==> config.mk <==
export PLATFORM = sky130hd
export DESIGN_NAME = pcl_top
export DESIGN_NICKNAME = d
export VERILOG_FILES = /design/src/pcl_pkg.sv /design/src/pcl_top.sv
export VERILOG_INCLUDE_DIRS = /design/src
export SDC_FILE = /design/constraint.sdc
export NUM_CORES = 1
export LEC_CHECK = 0
export BUFFER_PORTS_ARGS = -buffer_cell sky130_fd_sc_hd__buf_2
export CORE_ASPECT_RATIO = 0.75
export CORE_MARGIN = 1
export CORE_UTILIZATION = 55
export CTS_BUF_LIST = sky130_fd_sc_hd__clkbuf_8
export DETAILED_ROUTE_END_ITERATION = 16
export GPL_TIMING_DRIVEN = 0
export HOLD_SLACK_MARGIN = 0.1
export MAX_ROUTING_LAYER = met4
export PLACE_DENSITY = 0.67
export SYNTH_ARGS = -nofsm -noshare
export SYNTH_HDL_FRONTEND = slang
export SYNTH_HIERARCHICAL = 1
export SYNTH_SLANG_ARGS = --single-unit
==> constraint.sdc <==
create_clock -name clock_i -period 26.2 [get_ports clock_i]
set_clock_uncertainty 0.15 [all_clocks]
set_input_delay 0 -clock clock_i [delete_from_list [all_inputs] [get_ports clock_i]]
set_output_delay 0 -clock clock_i [all_outputs]
set_load 0.05 [all_outputs]
==> src/pcl_cfg.svh <==
// register offsets, control field positions and reset values for the colour lookup
`ifndef PCL_CFG_SVH
`define PCL_CFG_SVH
`define PCL_PAL_LAST 6'h1F
`define PCL_CTRL_ADDR 6'h20
`define PCL_STAT_ADDR 6'h21
`define PCL_HIRES_BIT 15
`define PCL_COUNT_LSB 12
`define PCL_COUNT_MSB 14
`define PCL_HOLD_BIT 11
`define PCL_DUAL_BIT 10
`define PCL_CTRL_RESET 16'h0000
`define PCL_COLOR_RESET 12'h000
`define PCL_HALF_COUNT 3'h6
`define PCL_HOLD_COUNT_LO 3'h5
`define PCL_FIFO_DEPTH 32
`define PCL_FIFO_LVL_W 6
`define PCL_PLANES 6
`define PCL_ENTRIES 32
`endif

==> src/pcl_pkg.sv <==
// types shared by the playfield colour lookup
package pcl_pkg;
    typedef struct packed {
        logic [3:0] red;
        logic [3:0] green;
        logic [3:0] blue;
    } pcl_color_type;
    typedef struct packed {
        logic hires;
        logic [2:0] active_plane_count;
        logic hold_modify_select;
        logic two_playfield_select;
    } pcl_ctrl_type;
    typedef enum logic [1:0] {
        PCL_HM_DIRECT = 2'h0,
        PCL_HM_BLUE = 2'h1,
        PCL_HM_RED = 2'h2,
        PCL_HM_GREEN = 2'h3
    } pcl_hm_type;
endpackage

==> src/pcl_top.sv <==
// playfield colour lookup: palette registers, pixel fifo and colour formation
`timescale 1ns/10ps
`include "pcl_cfg.svh"

module pcl_fifo #(
    parameter int WIDTH = 6,
    parameter int DEPTH = 32,
    parameter int LVL_W = 6
) (
    input wire logic clock_i, // pixel clock
    input wire logic rst_i, // async reset, high
    input wire logic in_valid_i, // write request
    input wire logic [WIDTH-1:0] in_data_i, // write word
    output logic in_ready_o, // room left
    output logic out_valid_o, // word available
    output logic [WIDTH-1:0] out_data_o, // head word
    input wire logic out_ready_i, // head consumed
    output logic [LVL_W-1:0] level_o // words held
);
    localparam int AW = $clog2(DEPTH);
    logic [WIDTH-1:0] mem [DEPTH];
    logic [AW-1:0] wp_ff, rp_ff, nxt_wp, nxt_rp;
    logic [LVL_W-1:0] cnt_ff, nxt_cnt;
    logic rdy_ff, nxt_rdy, push, pop;

    assign out_valid_o = (cnt_ff != '0);
    assign out_data_o = mem[rp_ff];
    assign in_ready_o = rdy_ff;
    assign level_o = cnt_ff;

    always_comb
    begin
        push = in_valid_i & rdy_ff;
        pop = out_ready_i & out_valid_o;
        nxt_wp = push ? AW'(wp_ff + 1'b1) : wp_ff;
        nxt_rp = pop ? AW'(rp_ff + 1'b1) : rp_ff;
        nxt_cnt = LVL_W'(cnt_ff + LVL_W'(push) - LVL_W'(pop));
        // ready is registered so the source sees it straight from a flop
        nxt_rdy = (nxt_cnt != LVL_W'(DEPTH));
    end

    always_ff @(posedge clock_i or posedge rst_i)
    begin
        if (rst_i)
        begin
            wp_ff <= '0;
            rp_ff <= '0;
            cnt_ff <= '0;
            rdy_ff <= 1'b1;
        end
        else
        begin
            wp_ff <= nxt_wp;
            rp_ff <= nxt_rp;
            cnt_ff <= nxt_cnt;
            rdy_ff <= nxt_rdy;
        end
    end

    // storage needs no reset; the pointers guard it
    always_ff @(posedge clock_i)
    begin
        if (push)
        begin
            mem[wp_ff] <= in_data_i;
        end
    end
endmodule

// Overview of operation
// - thirty-two palette entries, each 4-bit red, green and blue
// - palette entries are write-only; reading one returns zero
// - palette word: red 11-8, green 7-4, blue 3-0; upper nibble written zero
// - low-res single playfield: planes 5..1 index entries 0 to 31
// - entry zero is the background colour
// - low-res dual: planes 5,3,1 select entries 0 to 7
// - low-res dual: planes 6,4,2 select 8 to 15, zero is transparent
// - high-res single: planes 4..1 select entries 0 to 15 only
// - high-res dual: planes 3,1 select 1 to 3, zero transparent
// - high-res dual: planes 4,2 select 9 to 11, zero transparent
// - hold-modify: planes 4..1 address entries 0 to 15 only
// - half-bright needs low-res, six planes, hold-modify and dual cleared
// - half-bright: plane six halves the colour picked by planes 1..5
// - hold-modify needs bit 11, not dual, low-res, five or six planes
// - plane count field gives zero to six planes, zero is background
// - control bit 15 selects high-resolution mapping
module pcl_top (
    input wire logic clock_i, // 10 MHz pixel clock
    input wire logic rst_i, // async reset, high
    input wire logic [5:0] addr_i, // register address
    input wire logic [15:0] wdata_i, // register write data
    input wire logic wr_i, // write strobe
    input wire logic rd_i, // read strobe
    output logic [15:0] rdata_o, // read data, cycle after strobe
    input wire logic pix_valid_i, // plane bits valid
    input wire logic [5:0] pix_planes_i, // planes 6..1, plane 1 in bit 0
    output logic pix_ready_o, // fifo accepts plane bits
    output logic rgb_valid_o, // colour valid
    output pcl_pkg::pcl_color_type rgb_o, // 12-bit colour
    input wire logic rgb_ready_i // encoder takes colour
);
    pcl_pkg::pcl_color_type pal_ff [`PCL_ENTRIES];
    pcl_pkg::pcl_color_type nxt_pal [`PCL_ENTRIES];
    pcl_pkg::pcl_ctrl_type ctrl_ff, nxt_ctrl;
    pcl_pkg::pcl_color_type rgb_ff, nxt_rgb, held_ff, nxt_held, col;
    pcl_pkg::pcl_hm_type hm;
    logic [15:0] rdata_ff, nxt_rdata;
    logic vld_ff, nxt_vld, take, f_vld, half, hold_modify_enable, half_brightness_mode;
    logic [5:0] f_q, pl;
    logic [4:0] idx;
    logic [2:0] pf1, pf2;
    logic [`PCL_FIFO_LVL_W-1:0] level;

    pcl_fifo #(
        .WIDTH(`PCL_PLANES),
        .DEPTH(`PCL_FIFO_DEPTH),
        .LVL_W(`PCL_FIFO_LVL_W)
    ) u_fifo (
        .clock_i(clock_i),
        .rst_i(rst_i),
        .in_valid_i(pix_valid_i),
        .in_data_i(pix_planes_i),
        .in_ready_o(pix_ready_o),
        .out_valid_o(f_vld),
        .out_data_o(f_q),
        .out_ready_i(take),
        .level_o(level)
    );

    // register file
    always_comb
    begin
        nxt_pal = pal_ff;
        nxt_ctrl = ctrl_ff;
        nxt_rdata = 16'h0000;
        if (wr_i && addr_i <= `PCL_PAL_LAST)
        begin
            nxt_pal[addr_i[4:0]] = wdata_i[11:0];
        end
        if (wr_i && addr_i == `PCL_CTRL_ADDR)
        begin
            nxt_ctrl.hires = wdata_i[`PCL_HIRES_BIT];
            nxt_ctrl.active_plane_count = wdata_i[`PCL_COUNT_MSB:`PCL_COUNT_LSB];
            nxt_ctrl.hold_modify_select = wdata_i[`PCL_HOLD_BIT];
            nxt_ctrl.two_playfield_select = wdata_i[`PCL_DUAL_BIT];
        end
        if (rd_i)
        begin
            // palette addresses fall through to zero: no colour readback
            case (addr_i)
                `PCL_CTRL_ADDR: nxt_rdata = {ctrl_ff, 10'h000};
                `PCL_STAT_ADDR: nxt_rdata = {9'h000, vld_ff, level};
                default: nxt_rdata = 16'h0000;
            endcase
        end
    end

    always_ff @(posedge clock_i or posedge rst_i)
    begin
        if (rst_i)
        begin
            for (int i = 0; i < `PCL_ENTRIES; i++)
            begin
                pal_ff[i] <= `PCL_COLOR_RESET;
            end
            ctrl_ff <= pcl_pkg::pcl_ctrl_type'(6'(`PCL_CTRL_RESET >> 10));
            rdata_ff <= 16'h0000;
        end
        else
        begin
            pal_ff <= nxt_pal;
            ctrl_ff <= nxt_ctrl;
            rdata_ff <= nxt_rdata;
        end
    end
    assign rdata_o = rdata_ff;

    // colour formation
    always_comb
    begin
        pl = 6'h00;
        for (int i = 0; i < `PCL_PLANES; i++)
        begin
            // planes beyond the count read as zero; count zero shows background
            pl[i] = f_q[i] & (i < int'(ctrl_ff.active_plane_count));
        end
        hold_modify_enable = !ctrl_ff.hires && !ctrl_ff.two_playfield_select
            && ctrl_ff.hold_modify_select
            && (ctrl_ff.active_plane_count == `PCL_HOLD_COUNT_LO
            || ctrl_ff.active_plane_count == `PCL_HALF_COUNT);
        half_brightness_mode = !ctrl_ff.hires && !ctrl_ff.two_playfield_select
            && !ctrl_ff.hold_modify_select
            && ctrl_ff.active_plane_count == `PCL_HALF_COUNT;
        pf1 = 3'h0;
        pf2 = 3'h0;
        half = 1'b0;
        if (ctrl_ff.two_playfield_select)
        begin
            if (ctrl_ff.hires)
            begin
                pf1 = {1'b0, pl[2], pl[0]};
                pf2 = {1'b0, pl[3], pl[1]};
            end
            else
            begin
                pf1 = {pl[4], pl[2], pl[0]};
                pf2 = {pl[5], pl[3], pl[1]};
            end
            // playfield one sits in front; a zero code lets the other show
            if (pf1 != 3'h0)
                idx = {2'h0, pf1};
            else if (pf2 != 3'h0)
                idx = {2'h1, pf2};
            else
                idx = 5'h00;
        end
        else if (ctrl_ff.hires || hold_modify_enable)
        begin
            idx = {1'b0, pl[3:0]};
        end
        else
        begin
            idx = pl[4:0];
            half = half_brightness_mode & pl[5];
        end
        col = pal_ff[idx];
        if (half)
        begin
            col = {1'b0, col.red[3:1], 1'b0, col.green[3:1], 1'b0, col.blue[3:1]};
        end
        hm = pcl_pkg::pcl_hm_type'(pl[5:4]);
        if (hold_modify_enable)
        begin
            case (hm)
                pcl_pkg::PCL_HM_DIRECT: col = pal_ff[idx];
                pcl_pkg::PCL_HM_BLUE: col = {held_ff.red, held_ff.green, pl[3:0]};
                pcl_pkg::PCL_HM_RED: col = {pl[3:0], held_ff.green, held_ff.blue};
                pcl_pkg::PCL_HM_GREEN: col = {held_ff.red, pl[3:0], held_ff.blue};
                default: col = pal_ff[idx];
            endcase
        end
        take = f_vld && (!vld_ff || rgb_ready_i);
        nxt_rgb = take ? col : rgb_ff;
        // held colour follows the last issued pixel, so stalls do not disturb it
        nxt_held = take ? col : held_ff;
        nxt_vld = take || (vld_ff && !rgb_ready_i);
    end

    always_ff @(posedge clock_i or posedge rst_i)
    begin
        if (rst_i)
        begin
            rgb_ff <= `PCL_COLOR_RESET;
            held_ff <= `PCL_COLOR_RESET;
            vld_ff <= 1'b0;
        end
        else
        begin
            rgb_ff <= nxt_rgb;
            held_ff <= nxt_held;
            vld_ff <= nxt_vld;
        end
    end
    assign rgb_o = rgb_ff;
    assign rgb_valid_o = vld_ff;
endmodule

==> results of run 1 <==
## Yosys cell counts (all sizes together), types with 4 or more instances
cell,count
mux4,44
nand3,76
buf,72
a21oi,72
nor3,11
a211oi,21
or3,4
a311oi,6
nand3b,9
xor2,4
o22ai,27
nor4,11
mux2i,129
nor2,75
a21boi,4
inv,20
and3,8
clkbuf,88
nor2b,5
o211a,6
nand2b,6
xnor2,9
edfxtp,192
o221ai,10
nor3b,5
nand4,10
ha,13
o31ai,6
nand2,201
a22oi,21
and2,21
a22o,5
mux2,391
o211ai,4
dfrtp,432
a31oi,9
o21ai,15
## logic make-up (layout without fill, tap and decap cells)
group                      count (synthesis)  in the layout  synth area share (%)
DFF                                      625            625                 58.67
muxes                                    564            564                 23.65
and+or+nand+nor                          451            451                 7.432
AOI/OAI and AO/OA                        235            235                 5.823
buffers and inverters                    180            485                 3.329
adders and majority gates                 15             15                0.6853
xor gates and xnor gates                  13             13                0.4023
other                                      1             11               0.01325
## power by group through the flow
stage,combinational (mW),clock (mW),sequential [mW]
after floorplan,0.692,0,1.23
after global placement,1.10,0,1.21
after detailed placement,1.12,0,1.21
after CTS,1.13,0.862,1.20
after global routing,1.20,0.908,1.21
final,1.16,0.854,1.20
## layer usage
metal,up-vias,part of all wire [%],GRT usage (%)
met4,0,3.3,11.26
li1,8144,-,-
met3,183,14,15.60
met1,10081,43,52.59
met5,-,0,-
met2,1160,39,46.58
## critical path, delay by kind of cell, from the launching register on
kind / cells / cell delay, ns
AND/OR/NAND/NOR: 4 / 1.55
multiplexers: 1 / 0.38
buffers and inverters: 4 / 1.34
flip-flops: 1 / 0.35
AO/OA/AOI/OAI: 5 / 2.05
adder cells (fa/ha/maj): 1 / 0.38
## per-stage QoR
step           util (%)  std cells  instance area, µm²
2_1_floorplan         -       2086               28310
3_3_place_gp      58.30       2801               29420
3_5_place_dp      58.58       2807               29560
4_1_cts           63.85       3047               32220
5_1_grt           63.94       3053               32260
6_report          63.95       3056               32270
## path summary, 6_finish.rpt
path                                   startpoint          endpoint  depth (start not counted)
worst min-delay path              pix_planes_i[4]  u_fifo/mem[1][4]                          2
worst max-delay path              u_fifo/rp_ff[1]        held_ff[6]                         15
worst min register to register  u_fifo/level_o[5]        rdata_o[5]                          1
worst max register to register    u_fifo/rp_ff[1]        held_ff[6]                         15
max in group asynchronous                   rst_i       pal_ff[198]                          7
min in group asynchronous                   rst_i        rdata_o[6]                          4
## flip-flops by register name (all words and copies together), names as in the netlist
| name | cells |
|---|---|
| u_fifo/level_o | 6 |
| u_fifo/wp_ff | 5 |
| pal_ff | 384 |
| rdata_o | 13 |
| u_fifo/mem | 192 |
| u_fifo/in_ready_o | 1 |
| ctrl_ff | 6 |
| held_ff | 12 |
| u_fifo/rp_ff | 5 |
| rgb_valid_o | 1 |
## layout make-up
| cell class | instances | area [µm²] | share of cell area, % |
|---|---|---|---|
| clock buffer | 121 | 1665 | 5.161 |
| inverter | 20 | 82.58 | 0.2559 |
| tap | 657 | 822.0 | 2.547 |
| multi-input combinational | 1281 | 10760 | 33.35 |
| clock inverter | 55 | 356.6 | 1.105 |
| buffer | 160 | 872.1 | 2.702 |
| antenna | 8 | 20.02 | 0.06204 |
| timing repair buffer | 129 | 1086 | 3.366 |
| sequential | 625 | 16600 | 51.45 |
==> impl_metrics.ini, run 1 <==
[status]
status = complete, but fails checks
violations = capacitance limit, slew limit

[sta]
maxSlewViolCount = 11
setup_ws_ns = 19.85
fin_crit_ns = 6.351
hold_viol_final = 0
max_freq_mhz = 157.5
rsz0062_at_grt = no
worst_slew_pin_slew_ns = 1.525
relSlewSlack_pct = -1.653
post-route-period-util_pct = 24.24
hold_ws_ns = 0.2426
finalSetupViolCount = 0
setup_tns_ns = 0

[routing]
num_vias = 19568
ant_nets = 0
drt_iter0_markers = 2535
routedWlPerCell_um = 29.76
dr.pass1.iters = 6
wirelength_um = 90960
drt_drc_violations_left = 0
viasPerCell = 6.403

[finish]
nets = 2361
syn_to_final_growth_pct = 14.03
drive_gt1_share_pct = 30.74
final_common_cell = dfrtp_1
n_fill_cell = 3858
final_cell_mix = dfrtp_1 (432), mux2_2 (391), nand2_1 (200)

[setup_path]
critPathArrivalTime_ns = 6.76
crit_path_max_fanout = 10
cp-start-kind = register
critical_path_class = register to register
worstPathCellList = buf_4, buf_2, buf_2, mux4_2, a22oi_1, a21oi_1, maj3_2, o221a_2, nor3_2, buf_2, nand3_1, o22ai_1, nor4_1, nor3b_1, o32a_1
required_ns = 26.61
end_kind = register
cp_common_cell = buf_2
max_stage_delay_ns = 0.86
cp_slowest_cell = o22ai_1
ff2ff_setup_slack_ns = 19.85

[placed_design]
post-dp-hpwl_um = 61160
port_buffers = 58
place_congestion = 0.9660
dpl_worst_slack_ns = 20.19

[floorplan]
rows = 71
die_width_um = 263.9
die_y_um = 198.4
io_pins = 64
die-area_um2 = 52370
core-area_um2 = 50460
initial_utilization_pct = 56.09

[cts]
clk_latency_ns = 0.71
cts_buffers = 96
cts-resized-gates = 0
cts.sinks = 625
clockRootBuffer = clkbuf_8
cts_hold_buf = 64
htreeDepth = 3
clk_pin_slew_worst_paths_ns = 0.06
cts_tree = done
clockBufferDepth = 3
postCtsSetupBuffers = 0

[logic_synthesis]
synth_ff_type = dfrtp_1
netlist.area_leader.share_pct = 38.20
synthesis.area_um2 = 28300
yosysTopAreaCell = dfrtp_1
seq_area_frac_synth_pct = 58.67
synth_edf_count = 192
ys.warnings.count = 6
ys_types = 83
avgSynthCellArea_um2 = 13.58
synth_top_cells_by_area = dfrtp_1 (38%), edfxtp_1 (20%), mux2_2 (16%)
async_reset_ff_share_pct = 69.28
syn_inst = 2084
synth-seq-cells = 625

[power_and_ir_drop]
total_power_mw = 3.214
power_leakage_nw = 14.29
seqPwrFrac_pct = 37.3
combPwrFrac_pct = 36.1
switching_share_pct = 37.96
p_switching_mw = 1.220
p_per_area_nw_per_um2 = 99.60
p_int_mw = 1.994
ir_worst_vdd_mv = 0.06237
p_clk_share_pct = 26.6

[global_routing]
overflow = 0
gr-usage-all-layers_pct = 36.71
antenna_found_initial = 5
grt_max_degree = 128
first_global_vias = 19313
grt_pass1_wl_um = 132100

[flow_run]
cap_violations = 2

[worst_hold_path]
min_path_type = primary input to register
Note: power is estimated with default switching activity, not from simulation.
==> run 2: changes to the inputs <==
Clock period 26.2 ns to 6.7 ns, I/O delays scaled along.
==> impl_metrics.ini, run 2 (same netlist as run 1, synthesis figures left out) <==
[power_and_ir_drop]
power_leakage_nw = 14.25
p_per_area_nw_per_um2 = 384.6
ir_worst_vdd_mv = 0.2369
total_power_mw = 12.36

[sta]
max_freq_mhz = 154.4
finalSetupViolCount = 0
post-route-period-util_pct = 96.68
fin_crit_ns = 6.478
worst_slew_pin_slew_ns = 1.446
rsz0062_at_grt = no
hold_viol_final = 0
maxSlewViolCount = 0
setup_tns_ns = 0
relSlewSlack_pct = 3.623

[finish]
n_antenna_cell = 0
nets = 2364
n_fill_cell = 3839
final_common_cell = dfrtp_1
top_register = pal_ff
final_cells = 3054
final_core_util_pct = 63.69
largest_reg_flops = 384
multi_input_area_um2 = 10760
drive_gt1_share_pct = 30.54
final_cell_mix = dfrtp_1 (432), mux2_2 (391), nand2_1 (200)
final_area_um2 = 32130
syn_to_final_growth_pct = 13.55
regArea_um2 = 16600

[setup_path]
critical_path_class = register to register
max_stage_delay_ns = 0.94
path_delay_family = compound AO/OA/AOI/OAI gates
worstPathCellList = buf_4, buf_2, nand3b_1, clkbuf_1, o22ai_1, a211oi_1, a21oi_1, maj3_2, o221a_2, nor3_2, buf_2, nand3_1, o22ai_1, nor4_1, nor3b_1, o32a_1
critPathArrivalTime_ns = 6.94
cp-start-kind = register
end_kind = register
path_buf_inv = 4
required_ns = 7.16
ff2ff_setup_slack_ns = 0.22
cp_slowest_cell = o22ai_1
crit_path_max_fanout = 10

[placed_design]
dpl_cell_area_um2 = 29620
post-dp-hpwl_um = 61340
placed_cells = 2811
place_congestion = 0.9643
port_buffers = 58

[routing]
num_vias = 19598
drt_drc_violations_left = 0
wirelength_um = 89960
routedWlPerCell_um = 29.46
dr.pass1.iters = 5
ant_nets = 0
drt_iter0_markers = 2524
viasPerCell = 6.417

[global_routing]
overflow = 0
first_global_vias = 19376
antenna_found_initial = 1
grt_max_degree = 43
gr-usage-all-layers_pct = 36.32
grt_pass1_wl_um = 131300

[floorplan]
core-area_um2 = 50460
die-area_um2 = 52370
rows = 71
initial_utilization_pct = 56.09
die_y_um = 198.4
io_pins = 64
die_width_um = 263.9

[worst_hold_path]
min_path_type = primary input to register

[status]
status = finished clean

[cts]
cts_tree = done
cts-resized-gates = 0
clockBufferDepth = 3
cts.sinks = 625
clockRootBuffer = clkbuf_8
cts_buffers = 96
clk_pin_slew_worst_paths_ns = 0.07
clk_latency_ns = 0.72
htreeDepth = 3

[flow_run]
cap_violations = 0
## run 2: changes by cell type in the layout (fill, tap and decap cells not counted), sizes merged, moves of 3 or more
cell	previous run	this run
inv	56	65
diode	8	0
clkbuf	209	203
bufinv	5	0
buf	137	140
clkinvlp	2	5
## run 2: what timing repair did
item,in CTS,in global routing
endpoints found under the hold margin,774,0
buffers inserted,0,0
hold buffers,64,0
## run 2: where the power goes
part | internal [mW] | switching [mW]
Combinational | 1.57 | 2.96
Sequential | 4.42 | 0.279
Clock | 1.56 | 1.56
Total | 7.55 | 4.80
## run 2: layer usage
metal / up-vias / global-route usage (%) / share of wire [%] / wire length [µm]
li1: 8146 / - / - / -
met1: 10106 / 52.49 / 44 / 39370
met2: 1157 / 46.07 / 39 / 35000
met3: 189 / 14.72 / 14 / 12730
met4: 0 / 11.13 / 3.2 / 2854
met5: - / - / 0 / 0
## run 2: worst paths after layout
| path | endpoint | cells past startpoint | startpoint |
|---|---|---|---|
| worst min register to register | rdata_o[5] | 1 | u_fifo/level_o[5] |
| worst max register to register | held_ff[6] | 16 | u_fifo/rp_ff[1] |
| worst max-delay path | held_ff[6] | 16 | u_fifo/rp_ff[1] |
| min in group asynchronous | pal_ff[325] | 4 | rst_i |
| worst min-delay path | u_fifo/mem[16][4] | 2 | pix_planes_i[4] |
| max in group asynchronous | pal_ff[230] | 10 | rst_i |
## run 2: area by class of cell
| class | count | area share, % |
|---|---|---|
| Clock inverter | 64 | 0.8800 |
| Tap cell | 657 | 2.558 |
| Timing Repair Buffer | 132 | 3.520 |
| Inverter | 20 | 0.2453 |
| Clock buffer | 115 | 4.925 |
| Buffer | 160 | 2.714 |
| Sequential cell | 625 | 51.66 |
| Multi-Input combinational cell | 1281 | 33.49 |
## run 2: per-stage QoR
step,hold slack (ns),setup slack [ns]
after floorplan,-0.2247,0.9404
after global placement,0.02239,-1.336
after detailed placement,0.04405,0.6512
after CTS,0.1760,0.6497
after global routing,0.2400,0.05105
final,0.2096,0.2221
==> run 3: changes to the inputs <==
Settings changed: ABC_AREA set to 1.
==> impl_metrics.ini, run 3 <==
[floorplan]
die-area_um2 = 55280
core-area_um2 = 53340
rows = 73
die_y_um = 203.9
die_width_um = 271.2
initial_utilization_pct = 56.02
io_pins = 64

[logic_synthesis]
synth_ff_type = dfrtp_1
async_reset_ff_share_pct = 69.28
synth-seq-cells = 625
synth_top_cells_by_count = nand2_1 (1055), nand3_1 (525), dfrtp_1 (432)
syn_inst = 3563
synthesis.area_um2 = 29880
yosysTopAreaCell = dfrtp_1
ys_types = 34
avgSynthCellArea_um2 = 8.387
synth.most_common_cell = nand2_1
seq_area_frac_synth_pct = 55.56
synth_top_cells_by_area = dfrtp_1 (36%), edfxtp_1 (19%), nand2_1 (13%)
ys.warnings.count = 6
synth_edf_count = 192
netlist.area_leader.share_pct = 36.17

[finish]
n_fill_cell = 4677
multi_input_area_um2 = 10600
final_cell_mix = nand2_1 (1055), nand3_1 (525), dfrtp_1 (432)
final_area_um2 = 33960
final_common_cell = nand2_1
nets = 3855
drive_gt1_share_pct = 8.293
regArea_um2 = 16600
syn_to_final_growth_pct = 13.65
top_register = pal_ff
largest_reg_flops = 384

[cts]
cts.sinks = 625
cts-resized-gates = 0
postCtsSetupBuffers = 0
clockRootBuffer = clkbuf_8
cts_tree = done
clk_pin_slew_worst_paths_ns = 0.07
clockBufferDepth = 3
cts_buffers = 98
htreeDepth = 3
clk_latency_ns = 0.75

[placed_design]
port_buffers = 60
post-dp-hpwl_um = 80510
place_congestion = 1.084
dpl_cell_area_um2 = 31380

[setup_path]
path_delay_family = simple AND/OR/NAND/NOR gates
end_kind = register
worstPathCellList = buf_6, inv_4, buf_2, nand2_1, nand3_1, a21oi_1, nor2_1, nand2_1, nand2_1, inv_1, o21ai_1, inv_2, nand2_1, o21ai_1, a21oi_4, clkbuf_1, nand3_1, nand3_1, nand3_1, nand3_1, nand3_1, nand2_1, nand2_1, a21oi_1
critPathArrivalTime_ns = 5.42
required_ns = 7.17
cp-start-kind = register
critical_path_class = register to register
crit_path_max_fanout = 10
max_stage_delay_ns = 0.72
cp_slowest_cell = clkbuf_1
path_buf_inv = 6

[sta]
hold_viol_final = 0
fin_crit_ns = 4.949
max_freq_mhz = 202.1
rsz0062_at_grt = no
finalSetupViolCount = 0
maxSlewViolCount = 0
setup_tns_ns = 0
relSlewSlack_pct = 7.060
post-route-period-util_pct = 73.86
worst_slew_pin_slew_ns = 1.383

[routing]
drt_iter0_markers = 4232
wirelength_um = 111400
num_vias = 27367
drt_drc_violations_left = 0
routedWlPerCell_um = 24.22
viasPerCell = 5.952
ant_nets = 0
dr.pass1.iters = 9

[global_routing]
gr-usage-all-layers_pct = 41.59
grt_pass1_wl_um = 161000
grt_max_degree = 44
antenna_found_initial = 4
first_global_vias = 25158
overflow = 0

[flow_run]
cap_violations = 0

[power_and_ir_drop]
p_per_area_nw_per_um2 = 541.9
ir_worst_vdd_mv = 0.4549
power_leakage_nw = 15.94
total_power_mw = 18.41

[worst_hold_path]
min_path_type = primary input to register

[status]
status = finished clean
## run 3: cell count changes after synthesis, moves of 37 or more
cell      delta
a21oi_1     -38
mux4_2      -42
nor2_1      +39
nand3_1    +449
mux2_2     -391
nand2_1    +855
inv_1      +367
clkbuf_1    +37
mux2i_1    -129
nand3b_1   +114
o21ai_0    +384
## run 3: worst min-delay path, cell delays in order
cell	delay, ns
dlygate4sd3_1	0.52
buf_2	0.09
inv_1	0.14
o21ai_0	0.19
## run 3: kinds of logic after synthesis
kind of cell / synth area share, %
adders and majority gates: 0.6113
other: 0.01255
xor gates and xnor gates: 0.2345
buffers and inverters: 9.073
DFF: 55.56
and+or+nand+nor: 27.09
AOI/OAI and AO/OA: 7.423
## run 3: metrics by stage
step	hold WS [ns]	setup WS (ns)	std cells	util (%)
2_1_floorplan	-0.2247	0.9404	3565	-
3_3_place_gp	0.07653	-1.438	4337	58.28
3_5_place_dp	0.09019	2.099	4353	58.83
4_1_cts	0.1054	2.066	4595	63.65
5_1_grt	0.1367	1.531	4595	63.66
6_report	0.1329	1.751	4598	63.67
## run 3: worst paths after layout
| path | startpoint | end | slack, ns | depth (start not counted) |
|---|---|---|---|---|
| max | u_fifo/rp_ff[0] | held_ff[6] | 1.75 | 24 |
| max reg2reg | u_fifo/rp_ff[0] | held_ff[6] | 1.75 | 24 |
| min in group asynchronous | rst_i | pal_ff[259] | 0.48 | 4 |
| max in group asynchronous | rst_i | pal_ff[114] | 4.38 | 8 |
| min reg2reg | pal_ff[161] | pal_ff[161] | 0.33 | 2 |
| min | wdata_i[2] | pal_ff[314] | 0.13 | 4 |
## run 3: routing by layer
layer / share of wire [%] / GRT usage, %
met4: 3.0 / 12.68
met5: 0 / -
met3: 16 / 16.04
met2: 39 / 52.93
met1: 42 / 60.38
## run 3: cell type report
cell class | instances | area share, %
Tap cell | 712 | 2.623
Clock inverter | 67 | 1.201
Inverter | 395 | 4.384
Antenna cell | 3 | 0.02210
Multi-Input combinational cell | 2305 | 31.21
Timing Repair Buffer | 142 | 3.651
Sequential cell | 625 | 48.88
Clock buffer | 109 | 4.417
Buffer | 240 | 3.610
## run 3: report_power, final
| part | switching [mW] | total (mW) | internal (mW) | leakage, nW |
|---|---|---|---|---|
| logic | 7.71 | 10.5 | 2.77 | 7.35 |
| registers | 0.274 | 4.70 | 4.42 | 7.45 |
| clock network | 1.59 | 3.24 | 1.65 | 1.14 |
| total | 9.57 | 18.4 | 8.83 | 15.9 |
## run 3: timing repair
item                                   CTS  global route
setup endpoints to repair                0             0
hold buffers                            66             0
endpoints found under the hold margin  821             0
